### config.mk
export PLATFORM = sky130hd
export DESIGN_NAME = lvrx_top
export DESIGN_NICKNAME = d
export VERILOG_FILES = /design/src/lvrx_pkg.sv /design/src/lvrx_reg_if.sv /design/src/lvrx_slip.sv /design/src/lvrx_apb.sv /design/src/lvrx_top.sv
export SDC_FILE = /design/constraint.sdc
export NUM_CORES = 1
export LEC_CHECK = 0
export ABC_AREA = 1
export BUFFER_PORTS_ARGS = -buffer_cell sky130_fd_sc_hd__buf_2
export CAP_MARGIN = 20
export CELL_PAD_IN_SITES_DETAIL_PLACEMENT = 1
export CELL_PAD_IN_SITES_GLOBAL_PLACEMENT = 2
export CORE_UTILIZATION = 30
export CTS_BUF_LIST = sky130_fd_sc_hd__clkbuf_4
export CTS_CLUSTER_DIAMETER = 30
export DETAILED_ROUTE_END_ITERATION = 8
export PLACE_DENSITY_LB_ADDON = 0.08
export SYNTH_ARGS = -nofsm -noshare
export SYNTH_HDL_FRONTEND = slang
export SYNTH_SLANG_ARGS = --single-unit
### constraint.sdc
create_clock -name pclk -period 4.6 [get_ports pclk]
set_clock_uncertainty 0.05 [all_clocks]
set_input_delay 0.46 -clock pclk [delete_from_list [all_inputs] [get_ports pclk]]
set_output_delay 0.46 -clock pclk [all_outputs]
set_load 0.01 [all_outputs]
### src/lvrx_pkg.sv
// constants and types for the lvds receive word alignment block
// Summary of operation
// - rising-edge option captures serial data on rising link clock, else falling
// - deselecting rising-edge option moves the capture phase by half a cycle
// - edge selection exists only without phase alignment and with hard serdes
// - asserted receiver reset clears all receiver logic asynchronously, not the pll
// - the receiver reset input is honoured only in the logic-element build
// - each slip pulse shifts that channel's word boundary by exactly one bit
// - no upper limit on slip high or low time; each level must span a parallel tick to be seen
// - realigned valid words appear on third parallel cycle after a slip edge
// - per-channel slip gives every channel its own slip input
// - falling-centred data on a shared pll uses falling capture, same settings
// - alignment reset clears alignment logic and zeroes the slip latency count
// - rollover output rises when the slip latency count hits its rollover point
// - rollover point is configurable from 1 to 11, default the word width
// - with output registering on, words are registered on the parallel tick
package lvrx_pkg;
    localparam int CH = 4;
    localparam int DESER = 8;
    localparam int CNT_W = 4;
    localparam int ADDR_W = 8;

    // register byte offsets
    localparam logic [7:0] CTRL_OFS = 8'h00;
    localparam logic [7:0] STAT_OFS = 8'h04;
    localparam logic [7:0] DATA_OFS = 8'h10;

    // ctrl fields
    localparam int CTRL_RISE_BIT = 0;
    localparam int CTRL_ACLR_BIT = 1;
    localparam int CTRL_ROLL_LSB = 8;
    // status fields
    localparam int STAT_VALID_LSB = 0;
    localparam int STAT_MAX_LSB = 8;

    // reset values and limits
    localparam logic CTRL_RISE_RST = 1'b1;
    localparam logic [CNT_W-1:0] ROLL_MIN = 4'h1;
    localparam logic [CNT_W-1:0] ROLL_MAX = 4'hb;
    localparam logic [CNT_W-1:0] ROLL_RST = 4'h8;
    // valid words resume on the third parallel tick after a slip edge
    localparam logic [1:0] VALID_WAIT = 2'h2;
endpackage : lvrx_pkg

### src/lvrx_reg_if.sv
// configuration and status carrier between register slave and core
`timescale 1ns/10ps
interface lvrx_reg_if;
    logic edge_rise_sel;
    logic align_clr;
    logic [lvrx_pkg::CNT_W-1:0] roll_limit;
    logic [lvrx_pkg::CH-1:0] valid;
    logic [lvrx_pkg::CH-1:0] max;
    logic [lvrx_pkg::DESER-1:0] word [lvrx_pkg::CH];

    modport regs (
        output edge_rise_sel,
        output align_clr,
        output roll_limit,
        input valid,
        input max,
        input word
    );
    modport core (
        input edge_rise_sel,
        input align_clr,
        input roll_limit,
        output valid,
        output max,
        output word
    );
endinterface : lvrx_reg_if

### src/lvrx_slip.sv
// per-channel slip edge detect, latency counter and valid blanking
`timescale 1ns/10ps
module lvrx_slip (
    input wire logic clk,
    input wire logic rst_n,
    input wire logic tick,
    input wire logic slip_in,
    input wire logic align_clr,
    input wire logic [lvrx_pkg::CNT_W-1:0] roll_limit,
    output logic slip_req,
    output logic blank,
    output logic at_max
);
    logic slip_prev;
    logic [lvrx_pkg::CNT_W-1:0] lat_cnt;
    logic [1:0] wait_cnt;
    logic slip_rise;
    logic wrap;
    logic [lvrx_pkg::CNT_W-1:0] lat_inc;

    // only the edge counts, so a long high level slips once
    assign slip_rise = tick & slip_in & ~slip_prev;
    assign lat_inc = lat_cnt + 4'h1;
    assign wrap = (lat_inc >= roll_limit);
    assign slip_req = slip_rise & ~align_clr;
    assign blank = slip_rise | (wait_cnt != 2'h0);

    always_ff @(posedge clk or negedge rst_n) begin
        if (!rst_n) begin
            slip_prev <= 1'b0;
        end else if (tick) begin
            slip_prev <= slip_in;
        end
    end

    always_ff @(posedge clk or negedge rst_n) begin
        if (!rst_n) begin
            lat_cnt <= 4'h0;
            at_max <= 1'b0;
        end else if (align_clr) begin
            lat_cnt <= 4'h0;
            at_max <= 1'b0;
        end else if (slip_req) begin
            lat_cnt <= wrap ? 4'h0 : lat_inc;
            at_max <= wrap;
        end else if (tick) begin
            at_max <= 1'b0;
        end
    end

    always_ff @(posedge clk or negedge rst_n) begin
        if (!rst_n) begin
            wait_cnt <= 2'h0;
        end else if (slip_rise) begin
            wait_cnt <= lvrx_pkg::VALID_WAIT;
        end else if (tick && wait_cnt != 2'h0) begin
            wait_cnt <= wait_cnt - 2'h1;
        end
    end
endmodule : lvrx_slip

### src/lvrx_apb.sv
// apb register slave for control, status and captured words
`timescale 1ns/10ps
module lvrx_apb (
    input wire logic pclk,
    input wire logic presetn,
    input wire logic [lvrx_pkg::ADDR_W-1:0] paddr,
    input wire logic psel,
    input wire logic penable,
    input wire logic pwrite,
    input wire logic [31:0] pwdata,
    output logic [31:0] prdata,
    output logic pready,
    output logic pslverr,
    lvrx_reg_if.regs cfg
);
    logic rise_sel;
    logic aclr;
    logic [lvrx_pkg::CNT_W-1:0] roll;
    logic setup;
    logic hit_ctrl;
    logic hit_stat;
    logic hit_data;
    logic [1:0] data_idx;
    logic [31:0] rd_word;
    logic [lvrx_pkg::CNT_W-1:0] wr_roll;
    logic [lvrx_pkg::CNT_W-1:0] roll_clamp;

    assign setup = psel & ~penable;
    assign hit_ctrl = (paddr == lvrx_pkg::CTRL_OFS);
    assign hit_stat = (paddr == lvrx_pkg::STAT_OFS);
    assign hit_data = (paddr[7:4] == lvrx_pkg::DATA_OFS[7:4])
        & (paddr[1:0] == 2'h0);
    assign data_idx = paddr[3:2];
    assign wr_roll = pwdata[lvrx_pkg::CTRL_ROLL_LSB +: lvrx_pkg::CNT_W];
    // out-of-range rollover points are pulled into 1..11
    assign roll_clamp = (wr_roll < lvrx_pkg::ROLL_MIN) ? lvrx_pkg::ROLL_MIN :
        (wr_roll > lvrx_pkg::ROLL_MAX) ? lvrx_pkg::ROLL_MAX : wr_roll;

    always_comb begin
        rd_word = 32'h0;
        if (hit_ctrl) begin
            rd_word[lvrx_pkg::CTRL_RISE_BIT] = rise_sel;
            rd_word[lvrx_pkg::CTRL_ACLR_BIT] = aclr;
            rd_word[lvrx_pkg::CTRL_ROLL_LSB +: lvrx_pkg::CNT_W] = roll;
        end else if (hit_stat) begin
            rd_word[lvrx_pkg::STAT_VALID_LSB +: lvrx_pkg::CH] = cfg.valid;
            rd_word[lvrx_pkg::STAT_MAX_LSB +: lvrx_pkg::CH] = cfg.max;
        end else if (hit_data) begin
            rd_word[lvrx_pkg::DESER-1:0] = cfg.word[data_idx];
        end
    end

    // zero-wait answer: ready rises in the first access cycle
    always_ff @(posedge pclk or negedge presetn) begin
        if (!presetn) begin
            pready <= 1'b0;
            pslverr <= 1'b0;
            prdata <= 32'h0;
        end else begin
            pready <= setup;
            pslverr <= setup & ~(hit_ctrl
                | ((hit_stat | hit_data) & ~pwrite));
            prdata <= (setup && !pwrite) ? rd_word : 32'h0;
        end
    end

    always_ff @(posedge pclk or negedge presetn) begin
        if (!presetn) begin
            rise_sel <= lvrx_pkg::CTRL_RISE_RST;
            aclr <= 1'b0;
            roll <= lvrx_pkg::ROLL_RST;
        end else if (psel && penable && pready && pwrite && hit_ctrl) begin
            rise_sel <= pwdata[lvrx_pkg::CTRL_RISE_BIT];
            aclr <= pwdata[lvrx_pkg::CTRL_ACLR_BIT];
            roll <= roll_clamp;
        end
    end

    assign cfg.edge_rise_sel = rise_sel;
    assign cfg.align_clr = aclr;
    assign cfg.roll_limit = roll;
endmodule : lvrx_apb

### src/lvrx_top.sv
// lvds receive word alignment with capture edge select and bitslip
//
// The placing of the registers and the APB slave port were left to the implementer.
`timescale 1ns/10ps
module lvrx_top #(
    parameter bit HARD_SERDES = 1'b1,
    parameter bit DPA_MODE = 1'b0,
    parameter bit INDEP_SLIP = 1'b1,
    parameter bit OUT_REG = 1'b1
) (
    input wire logic pclk,
    input wire logic presetn,
    input wire logic [lvrx_pkg::ADDR_W-1:0] paddr,
    input wire logic psel,
    input wire logic penable,
    input wire logic pwrite,
    input wire logic [31:0] pwdata,
    output logic [31:0] prdata,
    output logic pready,
    output logic pslverr,
    input wire logic lvds_clk,
    input wire logic [lvrx_pkg::CH-1:0] lvds_din,
    input wire logic rx_rst,
    input wire logic align_rst,
    input wire logic [lvrx_pkg::CH-1:0] slip,
    output logic [lvrx_pkg::CH*lvrx_pkg::DESER-1:0] rx_data,
    output logic [lvrx_pkg::CH-1:0] rx_valid,
    output logic [lvrx_pkg::CH-1:0] rx_max
);
    localparam int CH = lvrx_pkg::CH;
    localparam int J = lvrx_pkg::DESER;
    localparam logic [2:0] LAST_BIT = 3'(J - 1);

    lvrx_reg_if cfg ();

    // ------------------------------------------------------------
    // register slave
    // ------------------------------------------------------------
    lvrx_apb u_apb (
        .pclk(pclk),
        .presetn(presetn),
        .paddr(paddr),
        .psel(psel),
        .penable(penable),
        .pwrite(pwrite),
        .pwdata(pwdata),
        .prdata(prdata),
        .pready(pready),
        .pslverr(pslverr),
        .cfg(cfg.regs)
    );

    // ------------------------------------------------------------
    // receiver reset
    // ------------------------------------------------------------
    logic rcv_rst_n;
    logic rx_rst_used;

    // the pll sits outside; with hard serdes the registers keep their state
    assign rx_rst_used = HARD_SERDES ? 1'b0 : rx_rst;
    assign rcv_rst_n = presetn & ~rx_rst_used;

    // ------------------------------------------------------------
    // pin synchronisers
    // ------------------------------------------------------------
    logic lclk_s1;
    logic lclk_s2;
    logic lclk_s3;
    logic [CH-1:0] din_s1;
    logic [CH-1:0] din_s2;
    logic [CH-1:0] slip_s1;
    logic [CH-1:0] slip_s2;
    logic arst_s1;
    logic arst_s2;

    always_ff @(posedge pclk or negedge rcv_rst_n) begin
        if (!rcv_rst_n) begin
            lclk_s1 <= 1'b0;
            lclk_s2 <= 1'b0;
            lclk_s3 <= 1'b0;
            din_s1 <= '0;
            din_s2 <= '0;
        end else begin
            lclk_s1 <= lvds_clk;
            lclk_s2 <= lclk_s1;
            lclk_s3 <= lclk_s2;
            din_s1 <= lvds_din;
            din_s2 <= din_s1;
        end
    end

    always_ff @(posedge pclk or negedge rcv_rst_n) begin
        if (!rcv_rst_n) begin
            slip_s1 <= '0;
            slip_s2 <= '0;
            arst_s1 <= 1'b0;
            arst_s2 <= 1'b0;
        end else begin
            slip_s1 <= slip;
            slip_s2 <= slip_s1;
            arst_s1 <= align_rst;
            arst_s2 <= arst_s1;
        end
    end

    // ------------------------------------------------------------
    // capture edge selection
    // ------------------------------------------------------------
    logic edge_sel_ok;
    logic rise_sel;
    logic lclk_rise;
    logic lclk_fall;
    logic cap;
    logic align_clr;

    assign edge_sel_ok = HARD_SERDES & ~DPA_MODE;
    assign rise_sel = edge_sel_ok ? cfg.edge_rise_sel : 1'b1;
    assign lclk_rise = lclk_s2 & ~lclk_s3;
    assign lclk_fall = ~lclk_s2 & lclk_s3;
    // falling capture shifts the sample point by half a link period
    assign cap = rise_sel ? lclk_rise : lclk_fall;
    assign align_clr = arst_s2 | cfg.align_clr;

    // ------------------------------------------------------------
    // common parallel tick
    // ------------------------------------------------------------
    logic [2:0] pcnt;
    logic par_tick;

    assign par_tick = cap & (pcnt == LAST_BIT);

    always_ff @(posedge pclk or negedge rcv_rst_n) begin
        if (!rcv_rst_n) begin
            pcnt <= 3'h0;
        end else if (cap) begin
            pcnt <= pcnt + 3'h1;
        end
    end

    // ------------------------------------------------------------
    // per-channel deserialiser and word alignment
    // ------------------------------------------------------------
    genvar g;
    generate
        for (g = 0; g < CH; g++) begin : g_ch
            logic [J-1:0] sh;
            logic [J-1:0] word;
            logic [J-1:0] data_q;
            logic [2:0] bcnt;
            logic pend;
            logic slip_req;
            logic blank;
            logic at_max;
            logic slip_src;
            logic word_done;
            logic valid_q;
            logic max_q;

            // shared mode drives every channel from the first slip pin
            assign slip_src = INDEP_SLIP ? slip_s2[g] : slip_s2[0];
            assign word_done = cap & ~pend & (bcnt == LAST_BIT);

            lvrx_slip u_slip (
                .clk(pclk),
                .rst_n(rcv_rst_n),
                .tick(par_tick),
                .slip_in(slip_src),
                .align_clr(align_clr),
                .roll_limit(cfg.roll_limit),
                .slip_req(slip_req),
                .blank(blank),
                .at_max(at_max)
            );

            always_ff @(posedge pclk or negedge rcv_rst_n) begin
                if (!rcv_rst_n) begin
                    sh <= '0;
                end else if (cap) begin
                    sh <= {sh[J-2:0], din_s2[g]};
                end
            end

            // a pending slip holds the bit counter for one bit time
            always_ff @(posedge pclk or negedge rcv_rst_n) begin
                if (!rcv_rst_n) begin
                    pend <= 1'b0;
                    bcnt <= 3'h0;
                end else if (align_clr) begin
                    pend <= 1'b0;
                    bcnt <= 3'h0;
                end else begin
                    pend <= slip_req | (pend & ~cap);
                    if (cap && !pend) begin
                        bcnt <= bcnt + 3'h1;
                    end
                end
            end

            always_ff @(posedge pclk or negedge rcv_rst_n) begin
                if (!rcv_rst_n) begin
                    word <= '0;
                end else if (word_done) begin
                    word <= {sh[J-2:0], din_s2[g]};
                end
            end

            always_ff @(posedge pclk or negedge rcv_rst_n) begin
                if (!rcv_rst_n) begin
                    data_q <= '0;
                    valid_q <= 1'b0;
                    max_q <= 1'b0;
                end else if (par_tick) begin
                    data_q <= word;
                    valid_q <= ~blank;
                    max_q <= at_max;
                end
            end

            if (OUT_REG) begin : g_reg
                assign rx_data[g*J +: J] = data_q;
            end else begin : g_raw
                assign rx_data[g*J +: J] = word;
            end
            assign rx_valid[g] = valid_q;
            assign rx_max[g] = max_q;
            assign cfg.word[g] = word;
        end
    endgenerate

    assign cfg.valid = rx_valid;
    assign cfg.max = rx_max;
endmodule : lvrx_top

**Word-level counts from Yosys, hierarchy flattened**

Index checks and enable logic that the tools add are counted.

- Bits of input ports: 56
- Output and inout port bits: 74
- Bits in registers: 212
- Logic and storage cells: 244

- Multiplexer cells: 55
- Reductions and logical operators: 40
- Order comparisons: 7
- Eq/ne operators: 7
- Bitwise operators: 62
- Add/sub/neg operators: 13

Operator list:

| cell | number |
|---|---|
| 4-bit 2-to-1 mux | 18 |
| 2-bit nonzero test | 16 |
| 1-bit AND | 31 |
| 3-bit 2-to-1 mux | 8 |
| 8-bit 2-to-1 mux | 3 |
| 1-bit inverter | 19 |
| 2-bit 2-to-1 mux | 9 |
| 4-bit by 1-bit adder with 4-bit output, second input constant | 4 |
| 8-bit binary-select mux with 2-bit select | 1 |
| 4-bit >= comparator | 4 |
| 3-bit by 1-bit adder with 3-bit output, second input constant | 5 |
| 3-bit equality test, second input constant | 5 |
| 1-bit 2-to-1 mux | 14 |
| 1-bit logical AND | 13 |
| 12-bit 2-to-1 mux | 1 |
| 3-bit nonzero test | 4 |
| 1-bit OR | 11 |
| 8-bit by 3-bit equality test with 1-bit output, second input constant | 1 |
| 8-bit logical NOT | 1 |
| 2-bit by 1-bit subtractor with 2-bit output, second input constant | 4 |
| 6-bit 2-to-1 mux | 1 |
| 1-bit logical NOT | 5 |
| 4-bit by 1-bit equality test with 1-bit output, second input constant | 1 |
| 4-bit > comparator, second input constant | 1 |
| other kinds (4) | 4 |

**Logic depth before layout (Yosys ltp)**

- Depth after elaboration: 9
- Gate-level depth with buffers: 11
- Gate-level depth less buffers: 11

**Hierarchy**

Synthesis repeated with hierarchy kept, for this count alone.

- Cells, all modules: 1003
- Area total of the unflattened synthesis: 8866.0 µm²

By module, submodules not included:

| module | cells an instance | area an instance (µm²) | instances | sequential area each (µm²) |
|---|---|---|---|---|
| lvrx_top | 553 | 5440.2 | 1 | 3503.4 |
| lvrx_slip | 66 | 518.0 | 4 | 200.2 |
| lvrx_apb | 186 | 1353.8 | 1 | 503.0 |

**Worst setup path before layout**

Ideal clock, no wire load.

- Kind: reg2reg
- From: register g_ch[2].u_slip.lat_cnt[0] in the netlist's numbering
- To: register g_ch[2].u_slip.lat_cnt[2] in the netlist's numbering
- Cell stages (with the launch flop): 12
- Data arrival time: 1.578 ns
- Setup time: 0.066 ns
- Setup slack: 2.906 ns
- Path buffers: 0
- Clock period less this slack: 1.694 ns
- Data required time: 4.484 ns
- Cells stage by stage: dfrtp_1 -> ha_1 -> xnor2_1 -> inv_1 -> ha_1 -> nand2_1 -> inv_1 -> nand2_1 -> nand3_1 -> nor2_1 -> nand2_1 -> nand2_1

- Word-level cells in the longest chain between the ends: 5

RTL lines:

| item | line | RTL |
|---|---|---|
| from (decl) | lvrx_slip.sv:15 | `logic [lvrx_pkg::CNT_W-1:0] lat_cnt;` |
| from (signal assigned) | lvrx_slip.sv:44 | `lat_cnt <= wrap ? 4'h0 : lat_inc;` |
| 4-bit by 1-bit adder with 4-bit output (*) | lvrx_slip.sv:23 | `assign lat_inc = lat_cnt + 4'h1;` |
| 4-bit >= comparator | lvrx_slip.sv:24 | `assign wrap = (lat_inc >= roll_limit);` |
| 4-bit 2-to-1 mux (*) | lvrx_slip.sv:44 |  |
| 4-bit 2-to-1 mux (*) | lvrx_slip.sv:43 | `end else if (slip_req) begin` |
| 4-bit 2-to-1 mux (*) | lvrx_slip.sv:40 | `end else if (align_clr) begin` |

Mark *: on every way between the ends. The rest lies on a longest branch, timed or not. The select of a mux whose other input is x is not followed.
A chain may end at the register's enable or synchronous reset.

**Worst setup path after layout**

- From: register u_apb.rise_sel, in the netlist u_apb.cfg.edge_rise_sel
- To: register g_ch[1].word[1]

- Word-level cells in the longest chain between the ends: 3

RTL lines:

| item | line | RTL |
|---|---|---|
| from (decl) | lvrx_apb.sv:16 | `logic rise_sel;` |
| from (signal assigned) | lvrx_apb.sv:69 | `rise_sel <= lvrx_pkg::CTRL_RISE_RST;` |
| from (signal assigned) | lvrx_apb.sv:73 | `rise_sel <= pwdata[lvrx_pkg::CTRL_RISE_BIT];` |
| 1-bit 2-to-1 mux | lvrx_top.sv:121 | `assign cap = rise_sel ? lclk_rise : lclk_fall;` |
| 1-bit AND (2 in a row) | lvrx_top.sv:161 | `assign word_done = cap & ~pend & (bcnt == LAST_BIT);` |
| to (signal assigned) | lvrx_top.sv:203 | `word <= {sh[J-2:0], din_s2[g]};` |
| to (decl) | lvrx_top.sv:147 | `logic [J-1:0] word;` |

Every way passes these cells.

==> impl_metrics.ini <==
[synth]
synthesis.area_um2 = 8650
ys_warn_count = 0
yosys.area.top_type = dfrtp_1
ys_seq_area_share_pct = 55.6
synth_cell_types = 31
syn_inst = 985
synth_area_per_cell_um2 = 8.78
ys_seq_elements = 192
post-synth-top-area-fraction_pct = 55.0
ys_top_cells_by_area = dfrtp_1 55%, nand2_1 13%, inv_1 5.2%

[place]
gp_congestion = 0.773
dp_hpwl_um = 15100
dp.cells = 1408
io_buffers = 82
pre_cts_slack_ps = 2090

[cts]
ctsRootBufferMaster = clkbuf_4
htree_levels = 4
cts_buffers = 17
clk_latency_ps = 580
ctsLongestPathBuffers = 2
clock-sinks = 192
ctsResizeCount = 0
cts_setup_buffers = 0
cts_tree = yes
clkTransAtPathRegs_ps = 180

[timing]
max_freq_ghz = 0.401
rsz0062_at_grt = no
finalCriticalPeriod_ps = 2490
fin_crit_sh_pct = 54.2
setup_ws_ps = 2110
relSlewSlack_pct = 32.7
setup_violations = 0
finalHoldViolCount = 0
finalSetupTns_ps = 0
worst_pin_slew_ps = 1010
slew_violations = 0
holdWs_ps = 86.5

[power_and_ir_drop]
total_power_w = 0.00329
p_int_w = 0.00231
combPwrFrac_pct = 11.6
clockPowerShare_pct = 31.0
netSwitchingPower_w = 0.000986
peakVddDrop_uv = 121
seqPwrFrac_pct = 57.4
leakage_nw = 4.98
powerDensity_nw_per_um2 = 339
swShare_pct = 30.0

[global_routing]
grt_usage_pct = 15.5
grt_antenna_before_repair = 1
grt_max_degree = 114
grt_pass1_vias = 6498
overflow = 0
grt_pass1_wl_um = 34800

[critical_path]
reg2reg_to = g_ch[1].word[1]
path_delay_family = simple AND/OR/NAND/NOR gates
critical_path_class = flip-flop to flip-flop
reg2reg_from = u_apb.cfg.edge_rise_sel
cp_slowest_cell = dfstp_2
path_cells = nand3_1 > nand2_4 > buf_4 > nand3_1 > nand2_1 > o21ai_0
critPathMostFrequentCell = nand3_1
reg2reg_depth = 6
rrSetupSlack_ps = 2110
slowest_delay_ps = 570
cp.required_ps = 4980
critPathLaunchType = flip-flop
cp_num_buf_inv = 1
worst_setup_path_end_kind = flip-flop
cp_max_fo = 48
cp.arrival_ps = 2870

[floorplan]
die_area_um2 = 29500
core-area_um2 = 28100
core.rowCount = 61
dieHeight_um = 172
start_util_pct = 30.8
io_pins = 130
die_x_um = 172

[outcome]
status = complete, no violations

[route]
drt_pass1_iterations = 4
drcViolationCount = 0
vias = 6389
wl_per_cell_um = 14.8
wirelength_um = 21500
drt-initial-drc-count = 268
via_per_inst = 4.39
antenna_left = 0

[finish]
seqCellArea_um2 = 4810
drive_above_1_share_pct = 12.4
final_cell_mix = 295 x nand2_1, 190 x dfrtp_1, 119 x inv_1
final_common_cell = nand2_1
final_cells = 1455
fillerInstances = 3416
syn2layout_area_growth_pct = 12.4
nNetsFinal = 1152
multi_input_area_um2 = 3070

[hold_path]
hold_depth = 3
hold_path_class = input port to flip-flop
worst_hold_path.endpoint = u_apb.pready
hp-start = psel

[flow_run]
max_cap_viol_count = 0
[state kept, by name, indices dropped and copies added (netlist names), 3 cells and up]
signal / cells
g_ch.max_q: 4
din_s2: 4
slip_s1: 4
g_ch.pend: 4
u_apb.cfg.roll_limit: 4
g_ch.u_slip.slip_prev: 4
g_ch.bcnt: 12
g_ch.u_slip.wait_cnt: 8
g_ch.u_slip.lat_cnt: 16
g_ch.data_q: 32
g_ch.word: 32
din_s1: 4
pcnt: 3
g_ch.sh: 28
g_ch.valid_q: 4
slip_s2: 4
g_ch.u_slip.at_max: 4
u_apb.prdata: 12
[per-layer routing]
metal	wire [um]	track usage, %	share of wire [%]
met1	10100	19.6	47
met2	10700	27.4	50
met3	468	2.65	2.2
met4	168	3.69	0.78
met5	0	0	0
[logic make-up after synthesis]
group | share of synthesized area [%]
and+or+nand+nor | 20.7
DFF | 55.6
buffers and inverters | 9.74
AOI/OAI and AO/OA | 8.07
adders and majority gates | 4.92
xor gates and xnor gates | 0.911
other | 0.0434
[per-stage QoR]
stage                     cell area [um^2]  util, %
after global routing                  9720     34.6
after floorplan                       8720        -
final                                 9720     34.6
after CTS                             9720     34.6
after global placement                9270     33.0
after detailed placement              9270     33.0
[synthesized netlist by cell type (all sizes together)]
library cell	number
a31oi	4
o211ai	8
nand3	61
inv	120
ha	34
conb	1
xor2	5
o21ai	94
nand3b	1
buf	52
xnor2	4
nand4	12
nand2	298
clkbuf	10
nor2	59
dfstp	2
a21boi	1
nor3	2
a21oi	27
dfrtp	190
[final cells by class]
type,instances,area share (%)
clock inverters,14,1.94
diodes,2,0.0515
well taps,378,4.86
multi-input cells,630,31.6
inverters,120,4.63
repair buffers,101,6.11
flip-flops and latches,192,49.4
clock buffers,18,1.39
[tightest hold or removal path, cell delays in order]
cell	delay, ps
buf_2	80
nand2_1	60
inv_1	70
[worst max-delay path by stage]
stage,startpoint,to,slack (ps),depth (start not counted)
final,u_apb.cfg.edge_rise_sel,g_ch[1].word[1],2110,6
after global routing,u_apb.cfg.edge_rise_sel,g_ch[2].word[2],1780,5
after CTS,u_apb.cfg.edge_rise_sel,g_ch[2].word[0],2040,6
after detailed placement,u_apb.cfg.edge_rise_sel,g_ch[2].word[0],2090,6
after global placement,u_apb.cfg.edge_rise_sel,g_ch[2].word[0],2100,6
after floorplan,g_ch[2].u_slip.lat_cnt[0],g_ch[2].u_slip.lat_cnt[2],2910,11
[power groups by stage]
| stage | sequential (W) | combinational, W | clock (W) |
|---|---|---|---|
| finish | 0.00189 | 0.000381 | 0.00102 |
| global route | 0.00191 | 0.000456 | 0.00114 |
| CTS | 0.00190 | 0.000392 | 0.00108 |
| detailed placement | 0.00193 | 0.000380 | 0 |
| global placement | 0.00193 | 0.000374 | 0 |
| floorplan | 0.00189 | 0.000286 | 0 |
[repair_timing]
action,CTS,global route
hold endpoints to repair,120,0
hold buffers,13,0
endpoints found under the setup margin,0,0
(Power assumes the default switching activity.)
